**src/pil_pkg.sv**
```systemverilog
// Shared constants and types for the processor interrupt collection block.
// Assumes a 64-bit system address/data bus and a 32-bit APB register port.
package pil_pkg;

    // ------------------------------------------------------------
    // Source counts and cause-word field positions
    // ------------------------------------------------------------
    localparam int NUM_HW = 5;
    localparam int NUM_SW = 2;
    localparam int CAUSE_SW_LSB = 8;
    localparam int CAUSE_HW_LSB = 10;
    localparam int CAUSE_TIMER_BIT = 15;
    localparam int PEND_W = 8;

    // ------------------------------------------------------------
    // Interrupt update address cycle fields
    // ------------------------------------------------------------
    localparam int BUS_W = 64;
    localparam int TGT_LSB = 60;
    localparam int TGT_W = 4;
    localparam int WEN_LSB = 16;
    localparam int WVAL_LSB = 0;

    // ------------------------------------------------------------
    // Register map, byte addresses
    // ------------------------------------------------------------
    localparam int ADDR_W = 12;
    localparam logic [11:0] OFS_CAUSE = 12'h000;
    localparam logic [11:0] OFS_SOFT = 12'h004;
    localparam logic [11:0] OFS_COUNT = 12'h008;
    localparam logic [11:0] OFS_COMPARE = 12'h00C;

    // ------------------------------------------------------------
    // Values after reset
    // ------------------------------------------------------------
    localparam logic [4:0] HW_PEND_RST = 5'h00;
    localparam logic [1:0] SOFT_RST = 2'h0;
    localparam logic [31:0] COUNT_RST = 32'h0000_0000;
    localparam logic [31:0] COMPARE_RST = 32'hFFFF_FFFF;

    // Register selector codes
    typedef enum logic [2:0] {
        PIL_SEL_CAUSE = 3'b000,
        PIL_SEL_SOFT = 3'b001,
        PIL_SEL_COUNT = 3'b010,
        PIL_SEL_COMPARE = 3'b011,
        PIL_SEL_NONE = 3'b100
    } pil_sel_t;

    // Decoded interrupt update cycle
    typedef struct packed {
        logic [TGT_W-1:0] target;
        logic [NUM_HW-1:0] wr_en;
        logic [NUM_HW-1:0] wr_val;
    } pil_upd_t;

endpackage

```
**src/pil_nmi_edge.sv**
```systemverilog
// Edge detector for the active-low nonmaskable interrupt input.
// Assumes the input is already synchronous to mclk_i.
`timescale 1ns/100ps
module pil_nmi_edge (
    // Clock, reset, enable
    input wire logic mclk_i,
    input wire logic sys_rst_i,
    input wire logic clk_en_i,
    // Pin and event
    input wire logic nonmaskable_irq_n_i,
    output logic nmi_pulse_o
);

    logic seen_ff;

    // Previous asserted level; reset as "not asserted"
    always_ff @(posedge mclk_i) begin
        if (sys_rst_i) begin
            seen_ff <= 1'b0;
        end else if (clk_en_i) begin
            seen_ff <= ~nonmaskable_irq_n_i;
        end
    end

    // One pulse per assertion, however long it is held
    always_ff @(posedge mclk_i) begin
        if (sys_rst_i) begin
            nmi_pulse_o <= 1'b0;
        end else if (clk_en_i) begin
            nmi_pulse_o <= ~nonmaskable_irq_n_i & ~seen_ff;
        end
    end

endmodule

```
**src/pil_top.sv**
```systemverilog
// Processor interrupt collection: hardware pending bits, software bits,
// timer bit, nonmaskable event, APB view of the cause word.
// Assumes synchronous inputs and an APB master on mclk_i.
//
// Our own choices: the register offsets and register access over APB.
`timescale 1ns/100ps
module pil_top #(
    parameter logic [1:0] DEV_NUM = 2'h0,
    parameter int COUNT_W = 32
) (
    // Clock, reset, enable
    input wire logic mclk_i,
    input wire logic sys_rst_i,
    input wire logic clk_en_i,
    // System bus interrupt update cycle
    input wire logic int_req_valid_i,
    input wire logic [pil_pkg::BUS_W-1:0] sys_addr_data_bus_i,
    // Nonmaskable pin and performance counter overflows
    input wire logic nonmaskable_irq_n_i,
    input wire logic [1:0] perf_ovf_i,
    // To exception logic
    output logic [pil_pkg::PEND_W-1:0] pending_irq_bits_o,
    output logic [31:0] cause_status_o,
    output logic nmi_pulse_o,
    // APB slave
    input wire logic psel_i,
    input wire logic penable_i,
    input wire logic pwrite_i,
    input wire logic [pil_pkg::ADDR_W-1:0] paddr_i,
    input wire logic [31:0] pwdata_i,
    output logic [31:0] prdata_o,
    output logic pready_o,
    output logic pslverr_o
);

    // ------------------------------------------------------------
    // Elaboration checks
    // ------------------------------------------------------------
    generate
        if (COUNT_W < 8 || COUNT_W > 32) begin : g_bad_count
            $error("COUNT_W must be 8 to 32");
        end
    endgenerate

    // ------------------------------------------------------------
    // Decoding helpers
    // ------------------------------------------------------------
    function automatic pil_pkg::pil_upd_t decode_upd(input logic [63:0] bus);
        pil_pkg::pil_upd_t u;
        u.target = bus[pil_pkg::TGT_LSB +: pil_pkg::TGT_W];
        u.wr_en = bus[pil_pkg::WEN_LSB +: pil_pkg::NUM_HW];
        u.wr_val = bus[pil_pkg::WVAL_LSB +: pil_pkg::NUM_HW];
        return u;
    endfunction

    function automatic pil_pkg::pil_sel_t reg_sel(input logic [11:0] addr);
        unique case (addr)
            pil_pkg::OFS_CAUSE: return pil_pkg::PIL_SEL_CAUSE;
            pil_pkg::OFS_SOFT: return pil_pkg::PIL_SEL_SOFT;
            pil_pkg::OFS_COUNT: return pil_pkg::PIL_SEL_COUNT;
            pil_pkg::OFS_COMPARE: return pil_pkg::PIL_SEL_COMPARE;
            default: return pil_pkg::PIL_SEL_NONE;
        endcase
    endfunction

    // ------------------------------------------------------------
    // State
    // ------------------------------------------------------------
    pil_pkg::pil_upd_t upd;
    pil_pkg::pil_sel_t sel;
    logic upd_hit;
    logic apb_wr;
    logic [pil_pkg::NUM_HW-1:0] hw_pend_ff;
    logic [pil_pkg::NUM_HW-1:0] nxt_hw_pend;
    logic [pil_pkg::NUM_SW-1:0] soft_ff;
    logic [COUNT_W-1:0] count_ff;
    logic [COUNT_W-1:0] compare_ff;
    logic timer_ff;
    logic timer_set;
    logic [31:0] prdata_ff;
    logic [31:0] rd_mux;

    assign upd = decode_upd(sys_addr_data_bus_i);
    // Target field as a mask of up to four processors
    assign upd_hit = int_req_valid_i & upd.target[DEV_NUM];
    assign sel = reg_sel(paddr_i);
    assign apb_wr = psel_i & penable_i & pwrite_i & (sel != pil_pkg::PIL_SEL_NONE);

    // ------------------------------------------------------------
    // Hardware pending bits
    // ------------------------------------------------------------
    // Only enabled bits move; the rest hold their level
    assign nxt_hw_pend = (hw_pend_ff & ~upd.wr_en) | (upd.wr_val & upd.wr_en);

    always_ff @(posedge mclk_i) begin
        if (sys_rst_i) begin
            hw_pend_ff <= pil_pkg::HW_PEND_RST;
        end else if (clk_en_i && upd_hit) begin
            hw_pend_ff <= nxt_hw_pend;
        end
    end

    // ------------------------------------------------------------
    // Software bits: written only through the register port
    // ------------------------------------------------------------
    always_ff @(posedge mclk_i) begin
        if (sys_rst_i) begin
            soft_ff <= pil_pkg::SOFT_RST;
        end else if (clk_en_i && apb_wr && sel == pil_pkg::PIL_SEL_SOFT) begin
            soft_ff <= pwdata_i[pil_pkg::NUM_SW-1:0];
        end
    end

    // ------------------------------------------------------------
    // Count, compare and timer bit
    // ------------------------------------------------------------
    always_ff @(posedge mclk_i) begin
        if (sys_rst_i) begin
            count_ff <= pil_pkg::COUNT_RST[COUNT_W-1:0];
        end else if (clk_en_i) begin
            if (apb_wr && sel == pil_pkg::PIL_SEL_COUNT) begin
                count_ff <= pwdata_i[COUNT_W-1:0];
            end else begin
                count_ff <= count_ff + 1'b1;
            end
        end
    end

    always_ff @(posedge mclk_i) begin
        if (sys_rst_i) begin
            compare_ff <= pil_pkg::COMPARE_RST[COUNT_W-1:0];
        end else if (clk_en_i && apb_wr && sel == pil_pkg::PIL_SEL_COMPARE) begin
            compare_ff <= pwdata_i[COUNT_W-1:0];
        end
    end

    assign timer_set = (count_ff == compare_ff) | (|perf_ovf_i);

    // Compare write acknowledges the timer; a same-cycle set still wins
    always_ff @(posedge mclk_i) begin
        if (sys_rst_i) begin
            timer_ff <= 1'b0;
        end else if (clk_en_i) begin
            if (timer_set) begin
                timer_ff <= 1'b1;
            end else if (apb_wr && sel == pil_pkg::PIL_SEL_COMPARE) begin
                timer_ff <= 1'b0;
            end
        end
    end

    // ------------------------------------------------------------
    // Nonmaskable event
    // ------------------------------------------------------------
    pil_nmi_edge u_nmi (
        .mclk_i(mclk_i),
        .sys_rst_i(sys_rst_i),
        .clk_en_i(clk_en_i),
        .nonmaskable_irq_n_i(nonmaskable_irq_n_i),
        .nmi_pulse_o(nmi_pulse_o)
    );

    // ------------------------------------------------------------
    // Cause word and pending vector
    // ------------------------------------------------------------
    always_comb begin
        cause_status_o = 32'h0000_0000;
        cause_status_o[pil_pkg::CAUSE_SW_LSB +: pil_pkg::NUM_SW] = soft_ff;
        cause_status_o[pil_pkg::CAUSE_HW_LSB +: pil_pkg::NUM_HW] = hw_pend_ff;
        cause_status_o[pil_pkg::CAUSE_TIMER_BIT] = timer_ff;
    end

    assign pending_irq_bits_o = {timer_ff, hw_pend_ff, soft_ff};

    // ------------------------------------------------------------
    // APB read path
    // ------------------------------------------------------------
    always_comb begin
        rd_mux = 32'h0000_0000;
        unique case (sel)
            pil_pkg::PIL_SEL_CAUSE: rd_mux = cause_status_o;
            pil_pkg::PIL_SEL_SOFT: rd_mux[pil_pkg::NUM_SW-1:0] = soft_ff;
            pil_pkg::PIL_SEL_COUNT: rd_mux[COUNT_W-1:0] = count_ff;
            pil_pkg::PIL_SEL_COMPARE: rd_mux[COUNT_W-1:0] = compare_ff;
            pil_pkg::PIL_SEL_NONE: rd_mux = 32'h0000_0000;
        endcase
    end

    // Captured in the setup cycle so the data is a flop in the access phase
    always_ff @(posedge mclk_i) begin
        if (sys_rst_i) begin
            prdata_ff <= 32'h0000_0000;
        end else if (clk_en_i && psel_i && !penable_i) begin
            prdata_ff <= pwrite_i ? 32'h0000_0000 : rd_mux;
        end
    end

    assign prdata_o = prdata_ff;
    assign pready_o = 1'b1;
    assign pslverr_o = psel_i & penable_i & (sel == pil_pkg::PIL_SEL_NONE);
endmodule

```
**config.mk**
```make
export PLATFORM = sky130hd
export DESIGN_NAME = pil_top
export DESIGN_NICKNAME = d
export VERILOG_FILES = /design/src/pil_pkg.sv /design/src/pil_nmi_edge.sv /design/src/pil_top.sv
export SDC_FILE = /design/constraint.sdc
export NUM_CORES = 1
export LEC_CHECK = 0
export BUFFER_PORTS_ARGS = -buffer_cell sky130_fd_sc_hd__buf_4
export CORE_ASPECT_RATIO = 1.75
export CORE_MARGIN = 2
export CORE_UTILIZATION = 49
export DETAILED_ROUTE_END_ITERATION = 16
export PLACE_DENSITY_LB_ADDON = 0.1
export REMOVE_ABC_BUFFERS = 1
export SLEW_MARGIN = 20
export SYNTH_ARGS = -nofsm -noshare
export SYNTH_HDL_FRONTEND = slang
export SYNTH_HIERARCHICAL = 1
export SYNTH_SLANG_ARGS = --single-unit
```
**constraint.sdc**
```tcl
create_clock -name mclk_i -period 3.4 [get_ports mclk_i]
set_input_delay 0.34 -clock mclk_i [delete_from_list [all_inputs] [get_ports mclk_i]]
set_output_delay 0.34 -clock mclk_i [all_outputs]
set_load 0.005 [all_outputs]
```
======== Word level (Yosys, flattened, before mapping) ========
Index checks and enable logic that the tools add are counted.
word-level totals
  logic and storage cells ................. 53
  ROM bits ................................ 0
  input bits .............................. 118
  output and inout port bits .............. 75
  bits in writable memories ............... 0
  bits in latches ......................... 0
  memories kept ........................... 0
  register bits after elaboration ......... 106
operators by class
  multiplexer cells ....................... 7
  shift-type cells ........................ 0
  bitwise operators ....................... 13
  equal/unequal tests ..................... 9
  order comparisons ....................... 0
  div/mod/pow operators ................... 0
  add/subtract/negate cells ............... 1
  reduce and logical (&&, ||, !) cells .... 15
  $mul .................................... 0
operators with widths
  cell                   number
  $pmux 30 s3            1
  $mux 32                2
  $add 32x1->32 const B  1
  $eq 32x32->1           1
  $eq 12x4->1 const B    2
  $eq 12x3->1 const B    1
  $logic_not 12->1       1
  $pmux 3 s4             1
  $and 5x5->5            2
  $logic_and 1x1->1      8
  $pmux 2 s4             1
  $and 1x1->1            6
  $eq 3x2->1 const B     2
  $not 5->5              1
  $or 5x5->5             1
  $reduce_or 2->1        2
  $eq 3x1->1 const B     1
  $eq 3x3->1 const B     1
  $logic_not 3->1        1
  $ne 3x3->1 const B     1
  $mux 1                 2
  $not 1->1              2
  $reduce_and 2->1       1
  $reduce_bool 2->1      1
  other kinds (2)        2

======== Longest topological paths before layout ========
  depth after elaboration ................. 7
  mapped depth ............................ 8
  gate-level depth less buffers ........... 6

======== By module ========
The synthesis kept the hierarchy.
modules (own cells, without submodules)
  module        cells each  area an instance (µm²)  seq. area each (µm²)  times used
  pil_top       694         5,714.2                 2,082.0               1
  pil_nmi_edge  7           73.8                    40.0                  1

======== Worst setup path before layout ========
Ideal clock, no wire load.
  kind .................................... input to register
  from .................................... input paddr_i[7] in the netlist's numbering
  to ...................................... register prdata_ff[10], in the netlist prdata_o[10]
  stages on the path ...................... 7
  buffers on the path ..................... 2
  setup time .............................. 0.067 ns
  arrival ................................. 2.483 ns
  path slack .............................. 0.850 ns
  required time ........................... 3.333 ns
  cells stage by stage .................... or4_4 -> or3_4 -> or4_1 -> clkbuf_1 -> or3_1 -> buf_6 -> o21ai_2
on the way
  word-level cells in the longest chain between the ends .. 5
  elaborated cells on any way between the ends .. 10
  classes of those cells .................. eq/ne: 5; mux: 3; reduce/logical: 2
ends and longest elaborated chain
  what                                                  line            text
  from (decl)                                           pil_top.sv:29   input wire logic [pil_pkg::ADDR_W-1:0] paddr_i,
  $eq 12x4->1 (tied with other cells)                   pil_top.sv:57   unique case (addr)
  $pmux 3 s4 (*)                                        pil_top.sv:57
  $eq 3x2->1 / $logic_not 3->1 (equally long branches)  pil_top.sv:180  unique case (sel)
  $pmux 30 s3 (*)                                       pil_top.sv:180
  $mux 32 (*)                                           pil_top.sv:194  prdata_ff <= pwrite_i ? 32'h0000_0000 : rd_mux;
  to (signal assigned)                                  pil_top.sv:194
  to (decl)                                             pil_top.sv:80   logic [31:0] prdata_ff;
Every way passes the cells marked *; elsewhere a longest branch is shown, timed or not.
A chain may end at the register's enable or synchronous reset.

======== Worst setup path in the final report ========
  from .................................... register count_ff[0]
  to ...................................... register count_ff[30]
on the way
  word-level cells in the longest chain between the ends .. 2
ends and longest elaborated chain
  what                    line            text
  from (decl)             pil_top.sv:76   logic [COUNT_W-1:0] count_ff;
  from (signal assigned)  pil_top.sv:119  count_ff <= pil_pkg::COUNT_RST[COUNT_W-1:0];
  from (signal assigned)  pil_top.sv:122  count_ff <= pwdata_i[COUNT_W-1:0];
  from (signal assigned)  pil_top.sv:124  count_ff <= count_ff + 1'b1;
  $add 32x1->32           pil_top.sv:124
  $mux 32                 pil_top.sv:121  if (apb_wr && sel == pil_pkg::PIL_SEL_COUNT) begin
Every way passes these cells.

==> run_results.csv <==
group,metric,value,unit
cells_and_area,drive_gt1_frac,0.214,
clock_network,h-tree-depth,3,
clock_network,clockBufferDepth,2,
setup_path,reg2reg_to,"count_ff[30]",
cells_and_area,num_antenna_cells,0,
route,drt_iter0_markers,412,
synthesis,synth-main-ff-cell,"dfxtp_1",
sta,worst_slew_pin_slew,744,ps
setup_path,crit_top_cell,"or4_1",
placed_design,place_ws,626,ps
floorplan,num_rows,52,
placed_design,hpwl,11.3,mm
floorplan,start_util,0.503,
grt,grt_pass1_vias,5220,
grt,grt-ovfl-total,0,
route,postRouteAntennaNets,0,
placed_design,placed_cell_area,0.00653,mm^2
clock_network,clock_latency,350,ps
floorplan,die_y,148,um
cells_and_area,final_area,0.00679,mm^2
clock_network,cts-root-buf,"clkbuf_16",
sta,maxSlewViolCount,0,
floorplan,fp.dieArea,0.0127,mm^2
sta,maxSlewHeadroom,0.504,
cells_and_area,stdcell_count,907,
setup_path,crit_required,3600,ps
placed_design,numPortBuffers,114,
power_and_ir_drop,powerDensity,356,mW/mm^2
clock_network,cts_setup_buffers,0,
setup_path,path_buf_inv,0,
setup_path,r2r_start,"count_ff[0]",
clock_network,clock_sinks,106,
synthesis,synth_seq_cells,106,
grt,grt_pass1_wl,26.6,mm
setup_path,ff2ff_setup_slack,630,ps
clock_network,cts_tree,"done",
floorplan,fp.dieW,86.2,um
synthesis,yosys_warnings,6,
placed_design,dp_cells,891,
sta,finalHoldViolCount,0,
synthesis,synth_cell_types,56,
hold_path,holdPathEnd,"u_nmi/seen_ff",
sta,post-route-min-period,2770,ps
power_and_ir_drop,p_leak,2.46,nW
hold_path,min-delay-start,"nonmaskable_irq_n_i",
route,route.detailed.drc,0,
run,cap_violations,0,
clock_network,hold_buffers,0,
setup_path,reg2reg_depth,6,
setup_path,arrival,2970,ps
clock_network,clk_pin_slew,70,ps
route,routed_wirelength,16.7,mm
synthesis,synth_area_per_cell,8.26,um^2
synthesis,async_reset_ff_frac,0,
placed_design,gp_congestion,0.863,
hold_path,hold_path.class,"primary input to register",
setup_path,cp_max_fo,16,
setup_path,critical_path.slowest_cell,"or4_1",
cells_and_area,nets,886,
synthesis,postSynthCellCount,701,
sta,post-route-period-util,0.816,
setup_path,critPathCaptureType,"register",
setup_path,crit_type,"register to register",
sta,worst_slack,625,ps
setup_path,critPathTopFamily,"simple AND/OR/NAND/NOR gates",
clock_network,cts_buffers,9,
sta,rsz0062_at_grt,"false",
route,vias,5482,
route,vias_per_cell,6.04,
grt,grt_usage,0.264,
grt,antenna_found_initial,0,
setup_path,slowest_delay,860,ps
floorplan,io_pins,193,
hold_path,min_path_cells,2,
setup_path,path_cells,"ha_1 > nand3_1 > or4_1 > or4_1 > o21ai_0 > a211oi_1",
sta,skew,8.97,ps
synthesis,netlist_area,0.00579,mm^2
clock_network,cts_resized,0,
power_and_ir_drop,irDropWorstVdd,0.285,mV
route,wl_per_cell,18.4,um
outcome,status,"finished clean",
synthesis,yosysSeqAreaShare,0.367,
setup_path,cp-start-kind,"register",
cells_and_area,area_growth,17.4,%
grt,grt_max_degree,71,
sta,max_freq,360,MHz
route,dr.pass1.iters,7,
synthesis,synth-edff-count,0,
floorplan,core,0.0115,mm^2
cells_and_area,num-fill-cells,1102,
sta,setup_viol,0,
layout make-up:
type                       instances  area [um^2]  area share
multi-input combinational        515         3240       0.477
sequential                       106         2120       0.312
timing repair buffer             127          966       0.142
clock buffer                      14          254      0.0374
tap                              135          169      0.0249
inverter                           8         30.0     0.00442
clock inverter                     2         12.5     0.00184
cells in the mapped netlist, drive strengths merged, types with 18 or more instances:
library cell / number / share of area
a21oi: 33 / 0.029
a22oi: 33 / 0.043
a2bb2oi: 22 / 0.033
buf: 39 / 0.049
clkbuf: 56 / 0.037
dfxtp: 106 / 0.37
mux2i: 35 / 0.061
nand2: 80 / 0.052
nand3: 20 / 0.017
nor2: 39 / 0.025
nor3: 18 / 0.016
nor4: 20 / 0.022
o21ai: 42 / 0.042
xor2: 32 / 0.048
cells in the final DEF, fill, tap and decap left out, types with 18 or more instances in the layout:
| master | n |
|---|---|
| buf_4 | 126 |
| conb_1 | 25 |
| nor2_1 | 39 |
| nor4_1 | 18 |
| nand2_1 | 80 |
| mux2i_1 | 35 |
| nand3_1 | 20 |
| a21oi_1 | 33 |
| a22oi_1 | 33 |
| o21ai_0 | 34 |
| nor3_1 | 18 |
| a2bb2oi_1 | 22 |
| xor2_1 | 32 |
| dfxtp_1 | 106 |
cell families (layout without fill, tap and decap cells):
| kind of cell | Yosys count | after routing | share of synthesized area |
|---|---|---|---|
| mux | 42 | 42 | 0.0741 |
| fa+ha+maj | 1 | 1 | 0.00216 |
| simple gates | 242 | 242 | 0.212 |
| compound gates | 173 | 173 | 0.204 |
| other cells | 2 | 25 | 0.00130 |
| buf+inv | 103 | 151 | 0.0910 |
| flops | 106 | 106 | 0.367 |
| xor+xnor | 32 | 32 | 0.0484 |
worst max-delay path by stage:
stage | start | end | slack, ps | cells after the start
floorplan | paddr_i[7] | compare_ff[0] | -1070 | 5
global placement | paddr_i[7] | prdata_o[11] | 640 | 6
detailed placement | paddr_i[7] | prdata_o[9] | 630 | 6
CTS | count_ff[0] | count_ff[30] | 610 | 6
global route | count_ff[0] | count_ff[22] | 470 | 6
finish | count_ff[0] | count_ff[30] | 630 | 6
report_power, final:
group | total (mW) | internal [mW] | switching [mW]
clock | 0.979 | 0.518 | 0.461
sequential | 1.26 | 1.25 | 0.00880
combinational | 0.182 | 0.0806 | 0.102
total | 2.42 | 1.85 | 0.571
per-layer routing:
metal	part of all wire	track usage	up-vias
met4	0.026	0.117	0
li1	-	-	2611
met5	0	0	-
met1	0.39	0.307	2614
met3	0.062	0.0430	27
met2	0.52	0.466	230
state kept, by name (all words and copies together), names as in the netlist, named ones only:
signal,cells
compare_ff,32
count_ff,32
prdata_o,32
soft_ff,2
timer_ff,1
u_nmi/nmi_pulse_o,1
u_nmi/seen_ff,1
per-stage QoR:
step,power [mW],TNS (ps),hold WS (ps),util
after floorplan,1.34,-35220,409,-
after global placement,1.46,0,440,0.567
after detailed placement,1.46,0,451,0.567
after CTS,2.43,0,164,0.590
after global routing,2.49,0,188,0.590
final,2.42,0,182,0.590
Note: power is estimated with default switching activity, not from simulation.
